[config.mk]
export PLATFORM = sky130hd
export DESIGN_NAME = rsw_top
export DESIGN_NICKNAME = d
export VERILOG_FILES = /design/src/rsw_pkg.sv /design/src/rsw_core_if.sv /design/src/rsw_watchdog.sv /design/src/rsw_usb_det.sv /design/src/rsw_top.sv
export SDC_FILE = /design/constraint.sdc
export NUM_CORES = 1
export LEC_CHECK = 0
export ABC_AREA = 1
export ABC_CLOCK_PERIOD_IN_PS = 1630
export CORE_MARGIN = 1
export CORE_UTILIZATION = 41
export DETAILED_ROUTE_END_ITERATION = 7
export DONT_BUFFER_PORTS = 1
export SLEW_MARGIN = 10
export SYNTH_ARGS = -nofsm -noshare
export SYNTH_HDL_FRONTEND = slang
export SYNTH_SLANG_ARGS = --single-unit
[constraint.sdc]
create_clock -name mclk_in -period 1.63 [get_ports mclk_in]
set_clock_uncertainty 0.05 [all_clocks]
set_input_delay 0.4075 -clock mclk_in [delete_from_list [all_inputs] [get_ports mclk_in]]
set_output_delay 0.4075 -clock mclk_in [all_outputs]
set_load 0.05 [all_outputs]
[src/rsw_pkg.sv]
// Constants shared by the reset supervisor and watchdog files
`default_nettype none
package rsw_pkg;
  // ****************************************
  // Register map
  // ****************************************
  localparam int SFR_AW = 8;
  localparam int SFR_DW = 8;
  localparam logic [7:0] SFR_POWER_CTRL = 8'h87;
  localparam logic [7:0] SFR_WDT_CLEAR = 8'ha6;
  localparam logic [7:0] SFR_WDT_KEY = 8'hae;
  localparam int LVR_DIS_BIT = 5;
  localparam logic LVR_DIS_RST = 1'b0;
  localparam logic [7:0] WDT_KEY_RST = 8'h00;
  localparam logic [7:0] WDT_KEY_DISABLE = 8'h55;
  localparam logic [7:0] WDT_PRELOAD_MAX = 8'h7e;
  // ****************************************
  // Watchdog counter
  // ****************************************
  localparam int WDT_W = 22;
  localparam int WDT_PRE_W = 7;
  localparam int WDT_LOW_W = 15;
  localparam logic [21:0] WDT_MAX = 22'h3fffff;
  // ****************************************
  // Timing
  // ****************************************
  localparam int MC_DIV = 12;
  localparam logic [3:0] MC_DIV_LAST = 4'hb;
  localparam int CLK_FREQ_HZ = 200_000_000;
  localparam int LVR_HOLD_MS = 10;
  localparam int LVR_HOLD_CYC = (CLK_FREQ_HZ / 1000) * LVR_HOLD_MS;
  localparam int LVR_CNT_W = 21;
  localparam int WDT_PULSE_OSC = 12 * (2 ** 15);
  localparam int WDT_PULSE_MC = WDT_PULSE_OSC / MC_DIV;
  localparam int WDT_PULSE_W = 16;
  // ****************************************
  // USB bus-reset detection
  // ****************************************
  localparam int USB_CNT_W = 4;
  localparam logic [3:0] USB_SE0_MIN = 4'h4;
  localparam logic [3:0] USB_SE0_MAX = 4'h8;
endpackage : rsw_pkg
`default_nettype wire

[src/rsw_core_if.sv]
// Carrier between the supervisor top and its watchdog and USB detector
`default_nettype none
interface rsw_core_if;
  logic mc_en;
  logic hold;
  logic wdt_en;
  logic load;
  logic [6:0] load_val;
  logic ovf;
  logic [21:0] cnt;
  logic se0;
  logic usb_det;
  modport top (
    output mc_en, hold, wdt_en, load, load_val, se0,
    input ovf, cnt, usb_det
  );
  modport wdt (
    input mc_en, hold, wdt_en, load, load_val,
    output ovf, cnt
  );
  modport usb (
    input mc_en, se0,
    output usb_det
  );
endinterface : rsw_core_if
`default_nettype wire

[src/rsw_watchdog.sv]
// Watchdog counter with preload, key enable and overflow pulse
`default_nettype none
module rsw_watchdog (
  input wire logic mclk_in,
  input wire logic sys_rst_in,
  rsw_core_if.wdt core
);
  import rsw_pkg::*;

  logic [WDT_W-1:0] cnt_nxt;
  logic ovf_nxt;
  logic step_w;

  // ****************************************
  // Counter
  // ****************************************
  // No idle gating: only power-down stops the machine cycle
  assign step_w = core.mc_en && core.wdt_en;
  assign ovf_nxt = !core.hold && !core.load && step_w &&
                   (core.cnt == WDT_MAX);
  always_comb begin
    cnt_nxt = core.cnt;
    if (core.hold) begin
      cnt_nxt = '0;
    end else if (core.load) begin
      cnt_nxt = {core.load_val, {WDT_LOW_W{1'b0}}};
    end else if (step_w) begin
      cnt_nxt = core.cnt + 22'h000001;
    end
  end

  always_ff @(posedge mclk_in) begin
    if (sys_rst_in) begin
      core.cnt <= '0;
      core.ovf <= 1'b0;
    end else begin
      core.cnt <= cnt_nxt;
      core.ovf <= ovf_nxt;
    end
  end

  // ****************************************
  // Checks
  // ****************************************
  property p_wdt_inc;
    @(posedge mclk_in) disable iff (sys_rst_in)
    step_w && !core.hold && !core.load && core.cnt != WDT_MAX |=>
      core.cnt == $past(core.cnt) + 22'h000001;
  endproperty
  a_wdt_inc: assert property (p_wdt_inc)
    else $error("watchdog did not count");
  property p_wdt_ovf;
    @(posedge mclk_in) disable iff (sys_rst_in)
    step_w && !core.hold && !core.load && core.cnt == WDT_MAX |=>
      core.ovf && core.cnt == '0;
  endproperty
  a_wdt_ovf: assert property (p_wdt_ovf)
    else $error("watchdog overflow missed");
  property p_wdt_load;
    @(posedge mclk_in) disable iff (sys_rst_in)
    core.load && !core.hold |=>
      core.cnt == {$past(core.load_val), 15'h0000} && !core.ovf;
  endproperty
  a_wdt_load: assert property (p_wdt_load)
    else $error("preload not applied");
  property p_wdt_key;
    @(posedge mclk_in) disable iff (sys_rst_in)
    !core.wdt_en && !core.load && !core.hold |=>
      $stable(core.cnt) && !core.ovf;
  endproperty
  a_wdt_key: assert property (p_wdt_key)
    else $error("disabled watchdog moved");
  property p_wdt_hold;
    @(posedge mclk_in) disable iff (sys_rst_in)
    core.hold |=> core.cnt == '0 && !core.ovf;
  endproperty
  a_wdt_hold: assert property (p_wdt_hold)
    else $error("counter not cleared by reset");
endmodule : rsw_watchdog
`default_nettype wire

[src/rsw_usb_det.sv]
// Single-ended-zero run counter for USB bus-reset detection
`default_nettype none
module rsw_usb_det (
  input wire logic mclk_in,
  input wire logic sys_rst_in,
  rsw_core_if.usb core
);
  import rsw_pkg::*;

  logic [USB_CNT_W-1:0] run_r;
  logic [USB_CNT_W-1:0] run_nxt;
  logic det_nxt;

  // Saturating at the upper bound keeps one long SE0 from wrapping
  assign run_nxt = !core.mc_en ? run_r :
                   !core.se0 ? '0 :
                   (run_r == USB_SE0_MAX) ? run_r :
                   run_r + 4'h1;
  assign det_nxt = (run_nxt >= USB_SE0_MIN);

  always_ff @(posedge mclk_in) begin
    if (sys_rst_in) begin
      run_r <= '0;
      core.usb_det <= 1'b0;
    end else begin
      run_r <= run_nxt;
      core.usb_det <= det_nxt;
    end
  end

  property p_usb_det;
    @(posedge mclk_in) disable iff (sys_rst_in)
    core.mc_en && core.se0 && run_r == 4'h3 |=> core.usb_det;
  endproperty
  a_usb_det: assert property (p_usb_det)
    else $error("SE0 run not detected");
endmodule : rsw_usb_det
`default_nettype wire

[src/rsw_top.sv]
// Reset supervisor: source merge, undervoltage hold, watchdog registers
// Contract
// Any reset source asserts internal reset
// Internal reset drives logic module, active low
// Pin held low 1 ms at power-up
// Undervoltage reset held 10 ms after recovery
// Undervoltage reset enabled by default, software-disableable
// Power control bit 5 disables undervoltage reset
// Undervoltage reset works in idle and power-down
// SE0 four to eight times sets flag
// Enabled USB bus reset asserts internal reset
// 22-bit counter increments each enabled machine cycle
// Machine cycle is twelve clock periods
// Counter overflow past all-ones causes reset
// Watchdog enabled after power-up and reset
// Preload 00h-7Eh loads top seven bits
// Software reloads watchdog before overflow
// Only key 55h disables the watchdog
// Watchdog keeps counting and resetting in idle
// Watchdog reset pulse lasts 32768 machine cycles
// Idle software wakes periodically to service watchdog
// Reset held until every source deasserts
// Out-of-range preload ignored, bit 7 reads zero
`default_nettype none
module rsw_top #(
  parameter int unsigned LVR_HOLD_CYC = rsw_pkg::LVR_HOLD_CYC,
  parameter int unsigned WDT_PULSE_MC = rsw_pkg::WDT_PULSE_MC
) (
  input wire logic mclk_in,
  input wire logic sys_rst_in,
  input wire logic ext_rst_n_in,
  input wire logic lvd_below_in,
  input wire logic power_down_in,
  input wire logic usb_se0_in,
  input wire logic usb_bus_reset_enable_in,
  input wire logic usb_flag_clr_in,
  input wire logic [rsw_pkg::SFR_AW-1:0] sfr_addr_in,
  input wire logic sfr_wr_in,
  input wire logic sfr_rd_in,
  input wire logic [rsw_pkg::SFR_DW-1:0] sfr_wdata_in,
  output logic [rsw_pkg::SFR_DW-1:0] sfr_rdata_out,
  output logic sfr_hit_out,
  output logic int_rst_out,
  output logic plm_reset_n_out,
  output logic usb_bus_reset_flag_out,
  output logic undervolt_reset_disable_out
);
  import rsw_pkg::*;

  rsw_core_if core ();

  // ****************************************
  // Machine-cycle divider
  // ****************************************
  logic [3:0] div_r;
  logic [3:0] div_nxt;
  logic mc_en_r;
  logic mc_en_nxt;

  // Oscillator stops in power-down, so the machine cycle stops too
  assign div_nxt = power_down_in ? div_r :
                   (div_r == MC_DIV_LAST) ? 4'h0 :
                   div_r + 4'h1;
  assign mc_en_nxt = !power_down_in && (div_r == MC_DIV_LAST);

  always_ff @(posedge mclk_in) begin
    if (sys_rst_in) begin
      div_r <= 4'h0;
      mc_en_r <= 1'b0;
    end else begin
      div_r <= div_nxt;
      mc_en_r <= mc_en_nxt;
    end
  end

  // ****************************************
  // Register decode
  // ****************************************
  logic int_rst_r;
  logic [7:0] key_r;
  logic [7:0] key_nxt;
  logic lvr_dis_r;
  logic lvr_dis_nxt;
  logic wr_pre_w;
  logic pre_ok_w;
  logic wr_key_w;
  logic wr_power_control_register_w;
  logic hit_pre_w;
  logic hit_key_w;
  logic hit_power_control_register_w;

  assign hit_pre_w = (sfr_addr_in == SFR_WDT_CLEAR);
  assign hit_key_w = (sfr_addr_in == SFR_WDT_KEY);
  assign hit_power_control_register_w = (sfr_addr_in == SFR_POWER_CTRL);
  assign wr_pre_w = sfr_wr_in && hit_pre_w;
  assign wr_key_w = sfr_wr_in && hit_key_w;
  assign wr_power_control_register_w = sfr_wr_in && hit_power_control_register_w;
  assign pre_ok_w = (sfr_wdata_in <= WDT_PRELOAD_MAX);

  // Internal reset wins over a write in the same cycle
  assign key_nxt = int_rst_r ? WDT_KEY_RST :
                   wr_key_w ? sfr_wdata_in : key_r;
  // Only bit 5 of the shared power control word lives here
  assign lvr_dis_nxt = int_rst_r ? LVR_DIS_RST :
                       wr_power_control_register_w ? sfr_wdata_in[LVR_DIS_BIT] :
                       lvr_dis_r;

  always_ff @(posedge mclk_in) begin
    if (sys_rst_in) begin
      key_r <= WDT_KEY_RST;
      lvr_dis_r <= LVR_DIS_RST;
    end else begin
      key_r <= key_nxt;
      lvr_dis_r <= lvr_dis_nxt;
    end
  end

  // ****************************************
  // Watchdog and USB detector
  // ****************************************
  assign core.mc_en = mc_en_r;
  assign core.hold = int_rst_r;
  assign core.wdt_en = (key_r != WDT_KEY_DISABLE);
  assign core.load = wr_pre_w && pre_ok_w;
  assign core.load_val = sfr_wdata_in[WDT_PRE_W-1:0];
  assign core.se0 = usb_se0_in;

  rsw_watchdog u_wdt (
    .mclk_in (mclk_in),
    .sys_rst_in (sys_rst_in),
    .core (core.wdt)
  );

  rsw_usb_det u_usb (
    .mclk_in (mclk_in),
    .sys_rst_in (sys_rst_in),
    .core (core.usb)
  );

  // ****************************************
  // Read path
  // ****************************************
  logic [7:0] rd_val;
  logic rd_hit;
  logic [7:0] rdata_r;

  always_comb begin
    rd_val = 8'h00;
    rd_hit = 1'b0;
    if (hit_pre_w) begin
      rd_val = {1'b0, core.cnt[WDT_W-1 -: WDT_PRE_W]};
      rd_hit = 1'b1;
    end else if (hit_key_w) begin
      rd_val = key_r;
      rd_hit = 1'b1;
    end else if (hit_power_control_register_w) begin
      rd_val[LVR_DIS_BIT] = lvr_dis_r;
      rd_hit = 1'b1;
    end
  end

  always_ff @(posedge mclk_in) begin
    if (sys_rst_in) begin
      rdata_r <= 8'h00;
    end else if (sfr_rd_in) begin
      rdata_r <= rd_val;
    end
  end

  assign sfr_rdata_out = rdata_r;
  assign sfr_hit_out = sfr_rd_in && rd_hit;

  // ****************************************
  // Undervoltage hold
  // ****************************************
  logic lvr_req_w;
  logic lvr_act_w;
  logic [LVR_CNT_W-1:0] lvr_cnt_r;
  logic [LVR_CNT_W-1:0] lvr_cnt_nxt;

  // Runs on the raw clock: no idle or power-down gating here
  assign lvr_req_w = lvd_below_in && !lvr_dis_r;
  assign lvr_cnt_nxt = lvr_req_w ? LVR_CNT_W'(LVR_HOLD_CYC) :
                       (lvr_cnt_r != '0) ?
                       lvr_cnt_r - LVR_CNT_W'(1) :
                       lvr_cnt_r;
  assign lvr_act_w = lvr_req_w || (lvr_cnt_r != '0);

  always_ff @(posedge mclk_in) begin
    if (sys_rst_in) begin
      lvr_cnt_r <= '0;
    end else begin
      lvr_cnt_r <= lvr_cnt_nxt;
    end
  end

  // ****************************************
  // Watchdog reset pulse
  // ****************************************
  logic [WDT_PULSE_W-1:0] pulse_r;
  logic [WDT_PULSE_W-1:0] pulse_nxt;
  logic wdt_act_w;

  // Not cleared by internal reset, or the pulse would cut itself off
  assign pulse_nxt = core.ovf ? WDT_PULSE_W'(WDT_PULSE_MC) :
                     (mc_en_r && pulse_r != '0) ?
                     pulse_r - WDT_PULSE_W'(1) :
                     pulse_r;
  assign wdt_act_w = (pulse_r != '0);

  always_ff @(posedge mclk_in) begin
    if (sys_rst_in) begin
      pulse_r <= '0;
    end else begin
      pulse_r <= pulse_nxt;
    end
  end

  // ****************************************
  // Reset merge and USB flag
  // ****************************************
  logic usb_req_w;
  logic src_any_w;
  logic usb_flag_r;
  logic usb_flag_nxt;

  assign usb_req_w = core.usb_det && usb_bus_reset_enable_in;
  // Pin timing at power-up is the board's job; sampled as a level
  assign src_any_w = !ext_rst_n_in || lvr_act_w || usb_req_w ||
                     wdt_act_w;
  // Detection beats a clear in the same cycle
  assign usb_flag_nxt = core.usb_det ||
                        (usb_flag_r && !usb_flag_clr_in);

  always_ff @(posedge mclk_in) begin
    if (sys_rst_in) begin
      int_rst_r <= 1'b1;
      usb_flag_r <= 1'b0;
    end else begin
      int_rst_r <= src_any_w;
      usb_flag_r <= usb_flag_nxt;
    end
  end

  assign int_rst_out = int_rst_r;
  assign plm_reset_n_out = !int_rst_r;
  assign usb_bus_reset_flag_out = usb_flag_r;
  assign undervolt_reset_disable_out = lvr_dis_r;

  // ****************************************
  // Checks
  // ****************************************
  property p_src_rst;
    @(posedge mclk_in) disable iff (sys_rst_in)
    src_any_w |=> int_rst_out && !plm_reset_n_out;
  endproperty
  a_src_rst: assert property (p_src_rst)
    else $error("reset source ignored");
  property p_hold_any;
    @(posedge mclk_in) disable iff (sys_rst_in)
    !ext_rst_n_in [*2] |-> int_rst_out [*2];
  endproperty
  a_hold_any: assert property (p_hold_any)
    else $error("reset released while pin low");
  property p_plm_pol;
    @(posedge mclk_in) disable iff (sys_rst_in)
    $rose(int_rst_out) |-> $fell(plm_reset_n_out);
  endproperty
  a_plm_pol: assert property (p_plm_pol)
    else $error("logic module reset polarity wrong");
  property p_lvr_hold;
    @(posedge mclk_in) disable iff (sys_rst_in)
    $fell(lvr_req_w) |-> lvr_cnt_r == LVR_CNT_W'(LVR_HOLD_CYC)
      ##1 int_rst_out [*8];
  endproperty
  a_lvr_hold: assert property (p_lvr_hold)
    else $error("undervoltage hold too short");
  property p_lvr_dis;
    @(posedge mclk_in) disable iff (sys_rst_in)
    wr_power_control_register_w && !int_rst_r |=>
      lvr_dis_r == $past(sfr_wdata_in[LVR_DIS_BIT]) &&
      (lvr_req_w == (lvd_below_in && !lvr_dis_r));
  endproperty
  a_lvr_dis: assert property (p_lvr_dis)
    else $error("undervoltage disable bit wrong");
  property p_lvr_dflt;
    @(posedge mclk_in) disable iff (sys_rst_in)
    int_rst_out |=> !lvr_dis_r;
  endproperty
  a_lvr_dflt: assert property (p_lvr_dflt)
    else $error("undervoltage reset not enabled");
  property p_lvr_pd;
    @(posedge mclk_in) disable iff (sys_rst_in)
    power_down_in && lvr_req_w |=> int_rst_out;
  endproperty
  a_lvr_pd: assert property (p_lvr_pd)
    else $error("undervoltage reset lost in power-down");
  property p_usb_rst;
    @(posedge mclk_in) disable iff (sys_rst_in)
    core.usb_det && usb_bus_reset_enable_in |=>
      int_rst_out && usb_bus_reset_flag_out;
  endproperty
  a_usb_rst: assert property (p_usb_rst)
    else $error("USB bus reset not applied");
  property p_usb_flag;
    @(posedge mclk_in) disable iff (sys_rst_in)
    core.usb_det |=> usb_bus_reset_flag_out;
  endproperty
  a_usb_flag: assert property (p_usb_flag)
    else $error("USB bus-reset flag lost");
  property p_mc_div;
    @(posedge mclk_in) disable iff (sys_rst_in)
    mc_en_r |=> !mc_en_r [*8];
  endproperty
  a_mc_div: assert property (p_mc_div)
    else $error("machine cycle too short");
  property p_wdt_pulse;
    @(posedge mclk_in) disable iff (sys_rst_in)
    core.ovf |=> pulse_r == WDT_PULSE_W'(WDT_PULSE_MC)
      ##1 int_rst_out [*8];
  endproperty
  a_wdt_pulse: assert property (p_wdt_pulse)
    else $error("watchdog pulse wrong");
  property p_pre_bad;
    @(posedge mclk_in) disable iff (sys_rst_in)
    wr_pre_w && !pre_ok_w && !mc_en_r && !int_rst_r |=>
      $stable(core.cnt);
  endproperty
  a_pre_bad: assert property (p_pre_bad)
    else $error("out-of-range preload accepted");
  property p_pre_rd;
    @(posedge mclk_in) disable iff (sys_rst_in)
    sfr_rd_in && hit_pre_w |=> !sfr_rdata_out[7];
  endproperty
  a_pre_rd: assert property (p_pre_rd)
    else $error("reserved bit read as one");
  property p_key_rst;
    @(posedge mclk_in) disable iff (sys_rst_in)
    int_rst_out |=> key_r == WDT_KEY_RST && core.wdt_en;
  endproperty
  a_key_rst: assert property (p_key_rst)
    else $error("watchdog not enabled by reset");
endmodule : rsw_top
`default_nettype wire

==> results of run 1 <==
per-layer routing:
layer  track usage  vias up  share of wire
met5             0        -              0
met3        0.0513       11          0.040
met1         0.250     2046           0.48
met2         0.334       73           0.47
li1              -     2490              -
met4        0.0613        0          0.012
worst paths after layout:
path	slack, ns	startpoint	end
setup / recovery	0.08	sfr_addr_in[3]	sfr_hit_out
hold / removal	0.08	sys_rst_in	lvr_cnt_r[15]
setup reg to reg	0.10	pulse_r[0]	pulse_r[7]
hold reg to reg	0.42	lvr_cnt_r[0]	lvr_cnt_r[0]
state kept, by name, indices dropped and copies added (netlist names), named ones only:
register	flops
usb_bus_reset_flag_out	1
u_usb.run_r	2
u_wdt.core.cnt	22
div_r	4
core.mc_en	1
lvr_cnt_r	21
u_usb.core.usb_det	1
key_r	8
sfr_rdata_out	8
undervolt_reset_disable_out	1
u_wdt.core.ovf	1
int_rst_out	1
pulse_r	16
layout make-up:
class | instances | area [µm²] | share of cell area
sequential | 89 | 1780 | 0.314
clock buffer | 15 | 288 | 0.0507
inverter | 105 | 399 | 0.0703
timing repair buffer | 29 | 215 | 0.0379
clock inverter | 1 | 7.51 | 0.00132
tap | 147 | 184 | 0.0324
multi-input combinational | 567 | 2810 | 0.494
power by group through the flow:
stage	registers, mW	clock network, mW	logic [mW]
after floorplan	2.35	0	0.421
after global placement	2.36	0	0.505
after detailed placement	2.37	0	0.517
after CTS	2.32	2.11	0.520
after global routing	2.32	2.19	0.606
final	2.32	2.04	0.524
cells by family (layout without fill, tap and decap cells):
| logic type | Yosys count | after routing | share of synthesized area |
|---|---|---|---|
| buf+inv | 117 | 150 | 0.0947 |
| simple gates | 440 | 440 | 0.385 |
| compound gates | 91 | 91 | 0.0959 |
| flops | 89 | 89 | 0.356 |
| xor+xnor | 28 | 28 | 0.0490 |
| fa+ha+maj | 8 | 8 | 0.0200 |
worst register-to-register path: cells and delay by family, from the launching register on:
family	cells	cell delay, ns
and+or+nand+nor	6	0.46
DFF	1	0.35
buffers and inverters	2	0.24
adders and majority gates	1	0.20
xor gates and xnor gates	1	0.12
cell usage in the layout (no fill, tap or decap), drive strengths merged, types with 8 or more instances in the layout:
master,n
o21ai,30
nor2,150
xnor2,13
ha,8
nor3,13
buf,28
dfxtp,89
inv,104
a21oi,53
xor2,15
nand2,196
nand4,8
nand3,56
clkbuf,16
what timing repair did:
action,in CTS,in global routing
endpoints found under the setup margin,0,23
gates resized for setup,0,14
buffers inserted,0,5
metrics by stage:
| stage | std cells | setup TNS (ns) |
|---|---|---|
| 2_1_floorplan | 773 | 0 |
| 3_3_place_gp | 932 | 0 |
| 3_5_place_dp | 932 | 0 |
| 4_1_cts | 948 | 0 |
| 5_1_grt | 953 | -0.106 |
| 6_report | 953 | 0 |
==> metrics.yaml, run 1 <==
p_seq_frac: 0.475
drv_slew: 0
drtIter0Drc: 233
pin_count: 39
synthFlopType: "dfxtp_1"
critPathMostFrequentCell: "inv_1"
drive_above_1_share: 0.113
hold_path_depth: 1
num_rows: 40
antenna_left: 0
max_freq_mhz: 643
pwr-share-clk: 0.418
max_slew_margin: 0.639
p_leak_nw: 2.53
synthCells: 773
cp_slowest_cell: "o31ai_4"
cts-htree-levels: 3
setup_slack_ns: 0.0754
fp.dieH_um: 113
yosysMostFrequentCell: "nand2_1"
clk_path_buf_depth: 2
syn-num-nets: 807
drc: 0
cts_tree: "yes"
p_per_area_nw_per_um2: 860
swShare: 0.255
hold_slack_ns: 0.0755
cap_viol_max_count: 0
fin_area_um2: 5680
grt_max_degree: 18
grt_pass1_wl_um: 20200
power_mw: 4.88
crit_fanout: 3
numClockSinks: 89
die_w_um: 113
die_area_um2: 12700
crit_arrival_ns: 1.10
path_delay_family: "compound AO/OA/AOI/OAI gates"
path_depth: 7
netlist.area_leader.share: 0.356
reg2reg_depth: 10
grt_pass1_vias: 4476
synthTopCellsByArea: "dfxtp_1 (36%), nand2_1 (14%), nor2_1 (10%)"
crit_path_start_kind: "input port"
post_dp_cell_area_um2: 5300
hpwlAfterDp_um: 8960
cts_made_buffers: 9
gp_congestion: 0.859
hold_class: "in -> reg"
yosysTopAreaCell: "dfxtp_1"
synthToLayoutAreaGrowth_pct: 13.4
wirelength_um: 11800
worst-path-buf-inv: 3
port_buffers: 0
p_sw_mw: 1.25
setup_viol: 0
worst_pin_slew_ns: 0.541
place_ws_ns: 0.00412
internal_power_mw: 3.64
ctsHoldBuffers: 0
fin_nets: 835
finalHoldViolCount: 0
postSynthAreaPerCell_um2: 6.48
grt-ovfl-total: 0
rsz0062_at_grt: "yes"
fill_cells: 1237
dr_total_vias: 4620
root_buffer: "clkbuf_16"
synth_edf_count: 0
grtUsageTotal: 0.199
required_ns: 1.17
vdd_drop_max_mv: 0.408
post_drt_wl_per_cell_um: 12.4
ys_ff_latch: 89
timing.final.crit_share: 0.954
first_pass_iters: 4
synth_cell_type_count: 36
num_antenna_cells: 0
fin_crit_ns: 1.55
ys_warn_count: 0
vias_per_cell: 4.85
ys_seq_area_frac: 0.356
status: "completed"
crit_path_cell_trace: "inv_1, nand2_1, inv_1, nand2_2, nor2_4, o31ai_4, inv_4"
synth_common_cells: "nand2_1 (183), nor2_1 (135), inv_1 (98), dfxtp_1 (89), nand3_1 (56)"
crit_type: "in -> out"
syn_area_um2: 5010
cpPeakStageDelay_ns: 0.28
core_region_area_um2: 12000
worst_setup_path_end_kind: "output pin"
start_util: 0.419
clk_latency_ns: 0.35
combPwrFrac: 0.107
final_util: 0.475
clk_pin_slew_ns: 0.06
antenna_found_initial: 0
async_flop_share: 0
No activity file was read; power rests on OpenSTA's default activity.
==> run 2, diff against run 1 <==
--- a/config.mk
+++ b/config.mk
@@ -7,10 +7,12 @@
 export LEC_CHECK = 0
 export ABC_AREA = 1
 export ABC_CLOCK_PERIOD_IN_PS = 1630
+export CAP_MARGIN = 20
 export CORE_MARGIN = 1
 export CORE_UTILIZATION = 41
 export DETAILED_ROUTE_END_ITERATION = 7
 export DONT_BUFFER_PORTS = 1
+export PLACE_DENSITY = 0.57
 export SLEW_MARGIN = 10
 export SYNTH_ARGS = -nofsm -noshare
 export SYNTH_HDL_FRONTEND = slang
==> run 2 against run 1 <==
  * Non-clock buffer count down 1
  * Sequential power barely moved
  * Count of clock-buffer cells in the layout shrank 4
  * Maximum frequency fell by 1.9%
  * Global-route usage grew 0.070 points
  * First-iteration DRC count decreased by 0.86%
  * Core utilization up 0.72 points
  * Final cell count fell by 0.10%
  * Flip-flop and latch count unchanged
  * Worst hold slack got worse by 0.0016 ns
  * Wire length up 3.3%
  * Design area grew 1.5%
==> metrics.yaml, run 2 (synthesized netlist as in run 1, its figures left out) <==
fin_crit_ns: 1.59
clk_path_buf_depth: 2
antenna_left: 0
port_buffers: 0
setup_viol: 0
num_antenna_cells: 0
drv_slew: 0
numClockSinks: 89
synthToLayoutAreaGrowth_pct: 15.1
drive_above_1_share: 0.127
crit_fanout: 2
worst_pin_slew_ns: 0.559
cp_slowest_cell: "o31ai_4"
cap_viol_max_count: 0
top_register: "u_wdt.core.cnt"
pin_count: 39
final_cell_mix: "nand2_1 (180), nor2_1 (130), inv_1 (93)"
first_pass_iters: 5
final_cells: 952
cpPeakStageDelay_ns: 0.30
largest_register_ffs: 22
crit_path_cell_trace: "inv_1, nand2_2, nor2_2, nand2_1, inv_2, o31ai_4, inv_4"
drtIter0Drc: 231
wirelength_um: 12200
worst-path-buf-inv: 3
dr_total_vias: 4722
hpwlAfterDp_um: 9000
fp.dieH_um: 113
num_rows: 40
vdd_drop_max_mv: 0.443
final_util: 0.482
hold_class: "in -> reg"
cts-htree-levels: 3
die_area_um2: 12700
crit_path_start_kind: "input port"
fin_nets: 834
fill_cells: 1223
crit_type: "in -> out"
vias_per_cell: 4.96
timing.final.crit_share: 0.972
start_util: 0.419
grtUsageTotal: 0.199
p_per_area_nw_per_um2: 908
dpl.cell_count: 932
grt_pass1_vias: 4421
grt-ovfl-total: 0
drc: 0
die_w_um: 113
path_delay_family: "compound AO/OA/AOI/OAI gates"
status: "completed"
required_ns: 1.17
ctsHoldBuffers: 0
max_freq_mhz: 631
post_drt_wl_per_cell_um: 12.8
p_leak_nw: 2.52
core_region_area_um2: 12000
grt_pass1_wl_um: 20300
clk_latency_ns: 0.35
root_buffer: "clkbuf_16"
top_regs: "u_wdt.core.cnt (22), lvr_cnt_r (21), pulse_r (16)"
grt_max_degree: 18
cts_made_buffers: 9
crit_arrival_ns: 1.13
max_slew_margin: 0.627
gp_congestion: 0.850
finalHoldViolCount: 0
clk_pin_slew_ns: 0.06
cts_tree: "yes"
final_common_cell: "nand2_1"
antenna_found_initial: 0
worst_setup_path_end_kind: "output pin"
## run 2: cell count changes in the layout (fill, tap and decap cells not counted), moves of 2 or more
cell,previous run,this run
nor3b_2,0,2
nor2_1,132,130
inv_1,97,93
a21oi_1,53,51
a21oi_2,0,2
buf_6,0,2
nor3_2,0,2
clkbuf_8,4,1
bufinv_16,0,3
nor3b_1,2,0
inv_2,5,9
buf_4,28,26
## run 2: worst paths after layout
path | start | to | slack (ns) | depth (start not counted)
worst min-delay path | sys_rst_in | lvr_cnt_r[19] | 0.07 | 1
worst max register to register | pulse_r[0] | pulse_r[3] | 0.11 | 9
worst min register to register | lvr_cnt_r[0] | lvr_cnt_r[0] | 0.42 | 2
worst max-delay path | sfr_addr_in[6] | sfr_hit_out | 0.04 | 7
## run 2: layout make-up
class / count / area (µm²) / share of cell area
Multi-Input combinational cell: 567 / 2840 / 0.492
Sequential cell: 89 / 1780 / 0.309
Inverter: 105 / 402 / 0.0696
Clock buffer: 11 / 243 / 0.0421
Timing Repair Buffer: 28 / 218 / 0.0378
Tap cell: 147 / 184 / 0.0319
Clock inverter: 5 / 103 / 0.0178
## run 2: per-stage QoR
| step | cell area, µm² | TNS [ns] | hold slack (ns) | total power [mW] | setup slack, ns |
|---|---|---|---|---|---|
| floorplan | 5010 | 0 | 0.387 | 2.77 | 0.00879 |
| global placement | 5300 | 0 | 0.402 | 2.87 | 0.0254 |
| detailed placement | 5300 | 0 | 0.413 | 2.88 | 0.00206 |
| CTS | 5650 | 0 | 0.0598 | 5.29 | 0.0289 |
| global route | 5770 | -0.0533 | 0.0568 | 5.48 | -0.0226 |
| finish | 5770 | 0 | 0.0740 | 5.23 | 0.0450 |
## run 2: metal layers
metal	vias to the layer above	global-route usage	share of wire	routed length [µm]
li1	2482	-	-	-
met1	2151	0.247	0.48	5820
met2	74	0.336	0.47	5770
met3	15	0.0540	0.037	450
met4	0	0.0631	0.010	126
met5	-	0	0	0
## run 2: timing repair
item	CTS	global route
pin swaps	0	6
endpoints found under the hold margin	0	0
setup endpoints to repair	1	23
gates resized for setup	1	30
setup buffers	0	4
## run 2: where the power goes
| group | total (mW) | internal, mW | switching [mW] |
|---|---|---|---|
| combinational | 0.531 | 0.203 | 0.327 |
| sequential | 2.32 | 2.23 | 0.0848 |
| clock | 2.39 | 1.54 | 0.848 |
| total | 5.23 | 3.97 | 1.26 |
